==> src/edrc_pkg.sv <==
/*
 * Constants and types shared by the request core and its peripheral end.
 * Assumes one clock for both ends and the master.
 */
package edrc_pkg;

    // *********************************************
    // Sizes
    // *********************************************
    localparam int EDRC_NCH = 8;
    localparam int EDRC_CNT_W = 12;

    // *********************************************
    // Register offsets
    // *********************************************
    localparam logic [11:0] EDRC_MASKED_IRQ_STATUS = 12'h000;
    localparam logic [11:0] EDRC_MASKED_TC_STATUS = 12'h004;
    localparam logic [11:0] EDRC_TC_REQUEST_CLEAR = 12'h008;
    localparam logic [11:0] EDRC_MASKED_ERROR_STATUS = 12'h00c;
    localparam logic [11:0] EDRC_ERROR_REQUEST_CLEAR = 12'h010;
    localparam logic [11:0] EDRC_RAW_TC_STATUS = 12'h014;
    localparam logic [11:0] EDRC_RAW_ERROR_STATUS = 12'h018;
    localparam logic [11:0] EDRC_ENABLED_CHANNELS = 12'h01c;
    localparam logic [11:0] EDRC_SOFT_BURST_REQUEST = 12'h020;
    localparam logic [11:0] EDRC_SOFT_SINGLE_REQUEST = 12'h024;
    localparam logic [11:0] EDRC_SOFT_LAST_BURST_REQUEST = 12'h028;

    // *********************************************
    // Reset values and lane capabilities
    // *********************************************
    localparam logic [7:0] EDRC_CH_RST = 8'h00;
    localparam logic [15:0] EDRC_LANE_RST = 16'h0000;
    localparam logic [31:0] EDRC_WORD_ZERO = 32'h00000000;
    localparam logic [15:0] EDRC_BURST_OK = 16'h03ff;
    localparam logic [15:0] EDRC_SINGLE_OK = 16'h003f;
    localparam logic [11:0] EDRC_QUAD_ITEMS = 12'h004;
    localparam logic [11:0] EDRC_ONE_ITEM = 12'h001;
    localparam logic [11:0] EDRC_NO_ITEMS = 12'h000;

    typedef enum logic [2:0] {
        EDRC_ARB_IDLE = 3'b001,
        EDRC_ARB_BUSY = 3'b010,
        EDRC_ARB_DONE = 3'b100
    } edrc_arb_t;

    function automatic logic [2:0] edrc_first(input logic [7:0] v);
        logic [2:0] idx;
        idx = 3'h0;
        for (int i = EDRC_NCH - 1; i >= 0; i--)
        begin
            if (v[i])
            begin
                idx = i[2:0];
            end
        end
        return idx;
    endfunction : edrc_first

    function automatic logic [11:0] edrc_min(input logic [11:0] a, input logic [11:0] b);
        return (a < b) ? a : b;
    endfunction : edrc_min

endpackage : edrc_pkg

==> src/edrc_if.sv <==
/*
 * Flow-control link between the request core and its peripherals.
 * Assumes both ends on one clock; no wire is two-way.
 */
`timescale 1ns/1ps
interface edrc_if;
    logic [15:0] burst_request_lines;
    logic [15:0] single_request_lines;
    logic [15:0] last_burst_request_lines;
    logic [15:0] last_single_request_lines;
    logic [15:0] request_acknowledge_lines;
    logic [15:0] terminal_count_lines;

    modport dev (
        input burst_request_lines,
        input single_request_lines,
        input last_burst_request_lines,
        input last_single_request_lines,
        output request_acknowledge_lines,
        output terminal_count_lines
    );

    modport periph (
        output burst_request_lines,
        output single_request_lines,
        output last_burst_request_lines,
        output last_single_request_lines,
        input request_acknowledge_lines,
        input terminal_count_lines
    );
endinterface : edrc_if

==> src/edrc_core.sv <==
/*
 * Eight-channel request core: flow control, fixed-priority arbitration, interrupt status.
 * Assumes master and peripherals on core_clk; master ends each mst_req with one mst_done.
 */
// Function
// RQ1: Slave error finishes chunk, then disables channel
// RQ2: Error interrupt raised, maskable by software
// RQ3: Private state per channel
// RQ4: Fixed priority, channel 0 highest, 7 lowest
// RQ5: Switch only after delegated quadword completes
// RQ6: Software puts memory copies on channel 7
// RQ7: One interrupt output ORs all requests
// RQ8: Lanes 0-5 burst+single, 6-9 burst, rest reserved
// RQ9: Copy channels skip the handshake
// RQ10: Burst request moves programmed burst count
// RQ11: Single request moves exactly one item
// RQ12: Last-burst and last-single lines end packet
// RQ13: Acknowledge line pulses when request completes
// RQ14: Terminal-count line pulses when transfer finishes
// RQ15: Eight channels plus global status registers
// RQ16: Masked interrupt status at 0x000, reset zero
// RQ17: Masked tc/error status at 0x004/0x00c
// RQ18: Write-only clears at 0x008 and 0x010
// RQ19: Raw tc/error status at 0x014/0x018
// RQ20: Enabled channels readable at 0x01c
// RQ21: Software burst/single/last-burst request registers
// RQ22: Masked status bits 7:0 per channel
// RQ23: Software request acts as line, cleared on ack
// RQ24: Raw flags set on completion and error
`timescale 1ns/1ps
module edrc_core
    import edrc_pkg::*;
#(
    parameter int CNT_W = EDRC_CNT_W
)
(
    input wire logic core_clk,
    input wire logic rstn,
    edrc_if.dev link,
    input wire logic [11:0] reg_addr,
    input wire logic reg_wr,
    input wire logic reg_rd,
    input wire logic [31:0] reg_wdata,
    output logic [31:0] reg_rdata,
    input wire logic [7:0] ch_start,
    input wire logic [CNT_W-1:0] ch_count,
    input wire logic [3:0] ch_periph,
    input wire logic ch_m2m,
    input wire logic [3:0] ch_burst_len,
    input wire logic [7:0] tc_mask,
    input wire logic [7:0] err_mask,
    output logic mst_req,
    output logic [2:0] mst_ch,
    output logic [2:0] mst_len,
    input wire logic mst_done,
    input wire logic mst_err,
    output logic dma_irq
);

    // *********************************************
    // Channel, arbiter and register state
    // *********************************************
    // Private state per channel; data FIFO sits in the master
    logic [7:0] act_r; // RQ3 RQ15
    logic [7:0] m2m_r;
    logic [7:0] in_req_r;
    logic [7:0] last_r;
    logic [7:0] hold_r;
    logic [CNT_W-1:0] rem_r [EDRC_NCH];
    logic [CNT_W-1:0] req_left_r [EDRC_NCH];
    logic [3:0] periph_r [EDRC_NCH];
    logic [3:0] blen_r [EDRC_NCH];
    edrc_arb_t state_r;
    logic mst_req_r;
    logic [2:0] mst_ch_r;
    logic [2:0] mst_len_r;
    logic [7:0] raw_tc_r;
    logic [7:0] raw_err_r;
    logic [15:0] soft_b_r;
    logic [15:0] soft_s_r;
    logic [15:0] soft_lb_r;
    logic [15:0] ack_r;
    logic [15:0] tc_r;
    logic [31:0] rdata_r;
    logic irq_r;

    // *********************************************
    // Request decode
    // *********************************************
    wire logic [15:0] any_b = (link.burst_request_lines | soft_b_r) & EDRC_BURST_OK; // RQ8 RQ23
    wire logic [15:0] any_lb = (link.last_burst_request_lines | soft_lb_r) & EDRC_BURST_OK; // RQ8 RQ23
    wire logic [15:0] any_s = (link.single_request_lines | soft_s_r) & EDRC_SINGLE_OK; // RQ8 RQ23
    wire logic [15:0] any_ls = link.last_single_request_lines & EDRC_SINGLE_OK; // RQ8

    // *********************************************
    // Arbitration
    // *********************************************
    logic [7:0] pend;
    logic [11:0] base;
    logic [11:0] chunk;
    wire logic [2:0] pick = edrc_first(pend); // RQ4
    wire logic [2:0] fc = mst_ch_r;
    wire logic [11:0] flen = {9'h000, mst_len_r};
    wire logic fin = (state_r == EDRC_ARB_BUSY) && mst_done;
    wire logic fin_req = !m2m_r[fc] && (12'(req_left_r[fc]) == flen);
    wire logic fin_all = (12'(rem_r[fc]) == flen) || (fin_req && last_r[fc]);
    wire logic [7:0] fin_oh = 8'h01 << fc;
    wire logic [15:0] fin_lane = 16'h0001 << periph_r[fc];

    always_comb
    begin
        for (int c = 0; c < EDRC_NCH; c++)
        begin
            pend[c] = act_r[c] && (m2m_r[c] || in_req_r[c]); // RQ9
        end
        base = m2m_r[pick] ? 12'(rem_r[pick]) : 12'(req_left_r[pick]);
        // A quadword at most bounds a higher channel's wait
        chunk = edrc_min(edrc_min(base, EDRC_QUAD_ITEMS), 12'(rem_r[pick])); // RQ5
    end

    always_ff @(posedge core_clk)
    begin
        if (!rstn)
        begin
            state_r <= EDRC_ARB_IDLE;
            mst_req_r <= 1'b0;
            mst_ch_r <= 3'h0;
            mst_len_r <= 3'h0;
            act_r <= EDRC_CH_RST;
            m2m_r <= EDRC_CH_RST;
            in_req_r <= EDRC_CH_RST;
            last_r <= EDRC_CH_RST;
            hold_r <= EDRC_CH_RST;
            ack_r <= EDRC_LANE_RST;
            tc_r <= EDRC_LANE_RST;
            for (int c = 0; c < EDRC_NCH; c++)
            begin
                rem_r[c] <= '0;
                req_left_r[c] <= '0;
                periph_r[c] <= 4'h0;
                blen_r[c] <= 4'h0;
            end
        end
        else
        begin
            ack_r <= EDRC_LANE_RST;
            tc_r <= EDRC_LANE_RST;
            for (int c = 0; c < EDRC_NCH; c++)
            begin
                hold_r[c] <= 1'b0;
                if (ch_start[c] && !act_r[c] && (ch_count != '0))
                begin
                    act_r[c] <= 1'b1;
                    rem_r[c] <= ch_count;
                    periph_r[c] <= ch_periph;
                    m2m_r[c] <= ch_m2m;
                    blen_r[c] <= (ch_burst_len == 4'h0) ? 4'h1 : ch_burst_len;
                    in_req_r[c] <= 1'b0;
                end
                else if (act_r[c] && !m2m_r[c] && !in_req_r[c] && !hold_r[c])
                begin
                    // Hold skips the stale request cycle
                    if (any_b[periph_r[c]] || any_lb[periph_r[c]])
                    begin
                        in_req_r[c] <= 1'b1;
                        req_left_r[c] <= CNT_W'(blen_r[c]); // RQ10
                        last_r[c] <= any_lb[periph_r[c]]; // RQ12
                    end
                    else if (any_s[periph_r[c]] || any_ls[periph_r[c]])
                    begin
                        in_req_r[c] <= 1'b1;
                        req_left_r[c] <= CNT_W'(EDRC_ONE_ITEM); // RQ11
                        last_r[c] <= any_ls[periph_r[c]]; // RQ12
                    end
                end
            end
            unique case (state_r)
                EDRC_ARB_IDLE:
                begin
                    if (pend != EDRC_CH_RST)
                    begin
                        mst_req_r <= 1'b1;
                        mst_ch_r <= pick; // RQ4
                        mst_len_r <= chunk[2:0];
                        state_r <= EDRC_ARB_BUSY;
                    end
                end
                EDRC_ARB_BUSY:
                begin
                    if (mst_done)
                    begin
                        // Chunk is finished before any switch or shutdown
                        mst_req_r <= 1'b0; // RQ5
                        state_r <= EDRC_ARB_DONE;
                        rem_r[fc] <= rem_r[fc] - CNT_W'(flen);
                        req_left_r[fc] <= req_left_r[fc] - CNT_W'(flen);
                        if (mst_err || fin_all || fin_req)
                        begin
                            in_req_r[fc] <= 1'b0;
                            hold_r[fc] <= 1'b1;
                            if (!m2m_r[fc])
                            begin
                                ack_r <= fin_lane; // RQ13
                            end
                        end
                        if (mst_err || fin_all)
                        begin
                            act_r[fc] <= 1'b0; // RQ1
                        end
                        if (!mst_err && fin_all && !m2m_r[fc])
                        begin
                            tc_r <= fin_lane; // RQ14
                        end
                    end
                end
                EDRC_ARB_DONE:
                begin
                    // Gap lets new requests land before the next pick
                    state_r <= EDRC_ARB_IDLE;
                end
            endcase
        end
    end

    // *********************************************
    // Registers
    // *********************************************
    wire logic [7:0] tc_set = (fin && !mst_err && fin_all) ? fin_oh : EDRC_CH_RST; // RQ24
    wire logic [7:0] err_set = (fin && mst_err) ? fin_oh : EDRC_CH_RST; // RQ24
    wire logic [7:0] tc_clr = (reg_wr && reg_addr == EDRC_TC_REQUEST_CLEAR) ? reg_wdata[7:0] : EDRC_CH_RST;
    wire logic [7:0] err_clr = (reg_wr && reg_addr == EDRC_ERROR_REQUEST_CLEAR) ? reg_wdata[7:0] : EDRC_CH_RST;
    wire logic [7:0] m_tc = raw_tc_r & tc_mask;
    wire logic [7:0] m_err = raw_err_r & err_mask; // RQ2
    wire logic [7:0] m_any = m_tc | m_err; // RQ22
    wire logic wr_b = reg_wr && (reg_addr == EDRC_SOFT_BURST_REQUEST);
    wire logic wr_s = reg_wr && (reg_addr == EDRC_SOFT_SINGLE_REQUEST);
    wire logic wr_lb = reg_wr && (reg_addr == EDRC_SOFT_LAST_BURST_REQUEST);
    logic [31:0] rd_mux;

    always_comb
    begin
        unique case (reg_addr)
            EDRC_MASKED_IRQ_STATUS: rd_mux = {24'h0, m_any}; // RQ16
            EDRC_MASKED_TC_STATUS: rd_mux = {24'h0, m_tc}; // RQ17
            EDRC_MASKED_ERROR_STATUS: rd_mux = {24'h0, m_err}; // RQ17
            EDRC_RAW_TC_STATUS: rd_mux = {24'h0, raw_tc_r}; // RQ19
            EDRC_RAW_ERROR_STATUS: rd_mux = {24'h0, raw_err_r}; // RQ19
            EDRC_ENABLED_CHANNELS: rd_mux = {24'h0, act_r}; // RQ20
            EDRC_SOFT_BURST_REQUEST: rd_mux = {16'h0, soft_b_r}; // RQ21
            EDRC_SOFT_SINGLE_REQUEST: rd_mux = {16'h0, soft_s_r}; // RQ21
            EDRC_SOFT_LAST_BURST_REQUEST: rd_mux = {16'h0, soft_lb_r}; // RQ21
            default: rd_mux = EDRC_WORD_ZERO;
        endcase
    end

    always_ff @(posedge core_clk)
    begin
        if (!rstn)
        begin
            raw_tc_r <= EDRC_CH_RST;
            raw_err_r <= EDRC_CH_RST;
            soft_b_r <= EDRC_LANE_RST;
            soft_s_r <= EDRC_LANE_RST;
            soft_lb_r <= EDRC_LANE_RST;
            rdata_r <= EDRC_WORD_ZERO;
            irq_r <= 1'b0;
        end
        else
        begin
            // Hardware set beats a clear in the same cycle
            raw_tc_r <= (raw_tc_r & ~tc_clr) | tc_set; // RQ18 RQ24
            raw_err_r <= (raw_err_r & ~err_clr) | err_set; // RQ18 RQ24
            soft_b_r <= wr_b ? reg_wdata[15:0] : (soft_b_r & ~ack_r); // RQ23
            soft_s_r <= wr_s ? reg_wdata[15:0] : (soft_s_r & ~ack_r); // RQ23
            soft_lb_r <= wr_lb ? reg_wdata[15:0] : (soft_lb_r & ~ack_r); // RQ23
            if (reg_rd)
            begin
                rdata_r <= rd_mux;
            end
            irq_r <= |m_any; // RQ7 RQ2
        end
    end

    assign link.request_acknowledge_lines = ack_r;
    assign link.terminal_count_lines = tc_r;
    assign reg_rdata = rdata_r;
    assign mst_req = mst_req_r;
    assign mst_ch = mst_ch_r;
    assign mst_len = mst_len_r;
    assign dma_irq = irq_r;

endmodule : edrc_core

==> src/flat_wrapper.sv <==
// flat-port wrapper written by rule: the top's interface ports become plain ports
module edrc_core_flat import edrc_pkg::*;
#(
    parameter int CNT_W = EDRC_CNT_W
)
  (core_clk, rstn, reg_addr, reg_wr, reg_rd, reg_wdata, reg_rdata, ch_start, ch_count, ch_periph, ch_m2m, ch_burst_len, tc_mask, err_mask, mst_req, mst_ch, mst_len, mst_done, mst_err, dma_irq, link_burst_request_lines, link_single_request_lines, link_last_burst_request_lines, link_last_single_request_lines, link_request_acknowledge_lines, link_terminal_count_lines);
  edrc_if link_i ();
  input wire logic core_clk;
  input wire logic rstn;
  input wire logic [11:0] reg_addr;
  input wire logic reg_wr;
  input wire logic reg_rd;
  input wire logic [31:0] reg_wdata;
  output logic [31:0] reg_rdata;
  input wire logic [7:0] ch_start;
  input wire logic [CNT_W-1:0] ch_count;
  input wire logic [3:0] ch_periph;
  input wire logic ch_m2m;
  input wire logic [3:0] ch_burst_len;
  input wire logic [7:0] tc_mask;
  input wire logic [7:0] err_mask;
  output logic mst_req;
  output logic [2:0] mst_ch;
  output logic [2:0] mst_len;
  input wire logic mst_done;
  input wire logic mst_err;
  output logic dma_irq;
  input wire logic [$bits(link_i.burst_request_lines)-1:0] link_burst_request_lines;
  input wire logic [$bits(link_i.single_request_lines)-1:0] link_single_request_lines;
  input wire logic [$bits(link_i.last_burst_request_lines)-1:0] link_last_burst_request_lines;
  input wire logic [$bits(link_i.last_single_request_lines)-1:0] link_last_single_request_lines;
  output wire logic [$bits(link_i.request_acknowledge_lines)-1:0] link_request_acknowledge_lines;
  output wire logic [$bits(link_i.terminal_count_lines)-1:0] link_terminal_count_lines;
  assign link_i.burst_request_lines = link_burst_request_lines;
  assign link_i.single_request_lines = link_single_request_lines;
  assign link_i.last_burst_request_lines = link_last_burst_request_lines;
  assign link_i.last_single_request_lines = link_last_single_request_lines;
  assign link_request_acknowledge_lines = link_i.request_acknowledge_lines;
  assign link_terminal_count_lines = link_i.terminal_count_lines;
  edrc_core #(.CNT_W(CNT_W)) u_core (.core_clk(core_clk), .rstn(rstn), .link(link_i), .reg_addr(reg_addr), .reg_wr(reg_wr), .reg_rd(reg_rd), .reg_wdata(reg_wdata), .reg_rdata(reg_rdata), .ch_start(ch_start), .ch_count(ch_count), .ch_periph(ch_periph), .ch_m2m(ch_m2m), .ch_burst_len(ch_burst_len), .tc_mask(tc_mask), .err_mask(err_mask), .mst_req(mst_req), .mst_ch(mst_ch), .mst_len(mst_len), .mst_done(mst_done), .mst_err(mst_err), .dma_irq(dma_irq));
endmodule
==> config.mk <==
export PLATFORM = sky130hd
export DESIGN_NAME = edrc_core_flat
export DESIGN_NICKNAME = d
export VERILOG_FILES = /design/src/edrc_pkg.sv /design/src/edrc_if.sv /design/src/edrc_core.sv /design/src/flat_wrapper.sv
export SDC_FILE = /design/constraint.sdc
export NUM_CORES = 1
export LEC_CHECK = 0
export BUFFER_PORTS_ARGS = -buffer_cell sky130_fd_sc_hd__buf_2
export CORE_AREA = 2 2 318 226
export CTS_CLUSTER_SIZE = 30
export DETAILED_ROUTE_END_ITERATION = 10
export DIE_AREA = 0 0 320 228
export PLACE_DENSITY_LB_ADDON = 0.05
export SYNTH_ARGS = -nofsm -noshare
export SYNTH_HDL_FRONTEND = slang
export SYNTH_SLANG_ARGS = --single-unit
==> constraint.sdc <==
create_clock -name core_clk -period 5.6 [get_ports core_clk]
set_input_delay 1.12 -clock core_clk [delete_from_list [all_inputs] [get_ports core_clk]]
set_output_delay 1.12 -clock core_clk [all_outputs]
set_load 0.05 [all_outputs]
==> results.txt <==
----------------------------------------------------
[Clock tree]
  Number of gates resized after cts ... 0
  TritonCTS clock tree ... done
  Post-CTS setup-driven buffer insertion count ... 0
  Number of buffers inserted during clock tree synthesis ... 46
  Maximum clock insertion buffer count ... 3
  Clk root buf ... clkbuf_16
  # clock sinks ... 422
  Clock-pin transition on the worst setup and hold timing paths ... 0.07 ns
  Total of hold buffers inserted after clock tree synthesis ... 0
  Clock latency on the worst-skew pair ... 0.62 ns
  CTS H-Tree Depth ... 2

[Timing]
  Worst-Margin Slew ... 1.48 ns
  Setup repair after global routing missed its margin ... false
  Fin Clk Skew ... 0.0211 ns
  Maximum clock frequency ... 196 MHz
  Final setup violation count ... 0
  Final critical delay including setup and external delays ... 5.10 ns
  Final hold violations ... 0
  Final max-slew violation count ... 0
  Total negative slack ... 0 ns
  Part of the cycle the worst path needs ... 91.2%
  Relative max-transition margin ... 0.673%
  Smallest hold slack ... 0.456 ns

[Route]
  Routed via count divided by cell count ... 5.96
  Total vias in the final route ... 21100
  1st-iter DRT viols ... 2343
  Remaining antenna violation count after routing ... 0
  DRC violations left ... 0
  Detail-routed net length per standard cell ... 28.8 um
  Pre-Repair DR Iteration Count ... 5
  Routed wire length ... 102000 um

[Global routing]
  Total global routing overflow ... 0
  Vias in the first global route ... 20100
  Wire length of the first global-routing pass ... 145000 um
  Largest net degree at the start of global routing ... 66
  Total Routing Usage GR ... 27.5%
  Number of antenna violations at the first check in global routing ... 5

[Placement]
  Input/output buffers ... 166
  Placed wire-length estimate after detailed placement ... 75500 um
  Number of cells after detailed placement ... 3458
  Placer Congestion ... 0.916

[Synthesis]
  Number of instances in the synthesized netlist ... 2451
  Warning count from the yosys run ... 0
  Number of synthesized flops with an enable pin ... 256
  Synth cell types ... 94
  Fraction of registers with async set or reset after synthesis ... 0%
  Syn avg cell area ... 9.88 um^2
  Sequential-to-total area share from yosys stat ... 45.5%
  Post-synthesis cell area ... 0.0242 mm^2
  Number of synthesized register bits ... 422
  Dominant synthesized flop cell ... edfxtp_1

[Hold path]
  Class of the most critical hold timing path ... reg -> reg

[Critical path]
  Nature of the critical path endpoint ... flip-flop
  Cell chain of the critical path ... o21ai_1 > nand2_1 > a21oi_4 > mux2i_1 > mux2i_1 > buf_4 > mux2_2 > or4_4 > a21oi_1 > and2_1 > ha_1 > o21a_1 > o21a_1 > o21ai_0 > a41oi_1 > nor2_1 > a211oi_1 > a32o_1
  Critical Path Source Type ... flip-flop
  Required @ worst endpoint ... 6.11 ns
  Critical-path maximum fanout ... 12
  Path type of the worst setup path ... reg -> reg
  Data arrival time of the critical path ... 5.61 ns
  Worst-path cell with the longest stage delay ... a21oi_4
  Largest stage delay on the critical path ... 0.56 ns

[Final layout]
  Register area ... 0.0110 mm^2
  Proportion of layout cells with a drive suffix above 1 ... 19.1%
  Final-layout fill cell count ... 7017
  Nets ... 2760
  Final Non-Filler Cells ... 3546
  Relative area change from synthesis to final layout ... 14.5%
  Area occupied by multi-input gates ... 0.0124 mm^2

[Outcome]
  Failing checks ... capacitance limit
  Status ... finished with violations

[Die]
  Count of boundary I/O pins ... 231
  Floorplan die height ... 228 um
  Starting utilization of the core area ... 34.4%
  Die area ... 0.0730 mm^2
  Core Area ... 0.0704 mm^2
  Count of standard-cell rows ... 82
  Width of the die ... 320 um

[Flow run]
  Max-capacitance violation count ... 2

[Power]
  Leakage power summed over all cells ... 10.2 nW
  Max VDD drop ... 0.180 mV
  P per Cell Area ... 340 mW/mm^2

----------------------------------------------------
[worst paths after layout]
kind                            slack, ns                 to             start  cells after the start
worst max-delay path                 0.50  u_core.mst_len[2]   u_core.m2m_r[0]                     18
worst min-delay path                 0.46   u_core.last_r[4]  u_core.last_r[4]                      2
worst max register to register       0.50  u_core.mst_len[2]   u_core.m2m_r[0]                     18
worst min register to register       0.46   u_core.last_r[4]  u_core.last_r[4]                      2
[through the flow]
step	total power (W)	util, %	cell area [um^2]	worst slack, ns
after CTS	0.00944	39.4	27700	0.613
after floorplan	0.00520	-	24300	1.07
final	0.00944	39.4	27700	0.495
after global routing	0.00980	39.4	27700	0.269
after detailed placement	0.00606	37.1	26100	0.631
after global placement	0.00605	37.1	26100	0.667
[where the power goes]
group          leakage, nW  internal (W)  switching, W
combinational         5.32      0.000772       0.00152
clock                0.787       0.00198       0.00140
sequential            4.09       0.00352      0.000252
[cell type report]
cell class,count,share of cell area [%]
Sequential cell,422,39.7
Clock inverter,24,1.20
Antenna cell,5,0.0451
Inverter,25,0.356
Timing Repair Buffer,246,5.21
Multi-Input combinational cell,1841,44.7
Clock buffer,59,4.62
Tap cell,924,4.17
[sequential cells by signal (all words and copies together) (netlist names), 16 cells and up, named ones only]
register	count
u_core.link.request_acknowledge_lines	16
u_core.periph_r	32
u_core.link.terminal_count_lines	16
u_core.soft_lb_r	16
u_core.reg_rdata	16
u_core.soft_b_r	16
u_core.blen_r	32
u_core.req_left_r	96
u_core.rem_r	96
u_core.soft_s_r	16
[routing by layer]
layer	vias up	track usage (%)	routed length (um)
li1	9315	-	-
met4	0	5.55	1600
met2	1066	37.3	40900
met1	10700	41.9	47500
met3	90	9.03	12200
met5	-	0	0
[placed cells by master, fill, tap and decap left out, drive strengths merged, types with 28 or more instances in the layout]
master and n:
mux2i 107, o22a 28, edfxtp 256, nand2 269, dfxtp 166, o21ai 109
a21oi 164, a211oi 44, nand3 54, clkbuf 59, buf 246, nor3 70
mux4 110, nor3b 41, nor2 432
[cell families (layout without fill, tap and decap cells)]
kind of cell,count (synthesis),in the layout,synth area share (%)
buf+inv,212,354,3.82
simple gates,1033,1033,19.6
compound gates,513,513,13.9
other cells,1,30,0.0155
xor+xnor,18,18,0.651
mux,233,233,15.5
fa+ha+maj,19,19,1.04
flops,422,422,45.5
[synth_stat cells (7+ instances only)]
cell type    n  area (um^2)
ha_1        17          213
nor3b_1     41          308
a21oi_1    161          806
a22oi_1     17          128
nand3b_1    26          195
o22a_1      28          245
o21a_1      11         82.6
a31oi_1     25          156
and3_1      16          100
a22o_1      20          175
clkbuf_1   136          510
buf_2       12         60.1
nor2_1     430         1610
a211oi_1    43          323
o22ai_1     14         87.6
or3_1        9         56.3
mux4_2     106         2390
or4_1       16          120
mux2i_1    103         1030
nor4_1      10         62.6
xor2_1      11         96.3
or2_2       15         93.8
nand2b_1     9         56.3
buf_1       14         52.6
a21o_1      13         97.6
nor3_1      69          345
nor2b_1     21          131
and2_1      14         87.6
xnor2_1      7         61.3
nand3_1     52          260
nand2_1    268         1010
nor4b_1      7         61.3
a221oi_1    12          105
mux2_2      16          180
dfxtp_1    166         3320
inv_1       22         82.6
edfxtp_1   256         7690
nand4_1     11         68.8
o21ai_1      8         40.0
buf_4       19          143
o21ai_0     98          490
[critical path, delay by kind of cell (launching register included)]
kind                       cells  cell delay (ns)
buffers and inverters          1             0.19
muxes                          3             0.70
and+or+nand+nor                4             1.13
AOI/OAI and AO/OA              9             2.33
DFF                            1             0.37
adders and majority gates      1             0.25
No activity file was read; power rests on OpenSTA's default activity.
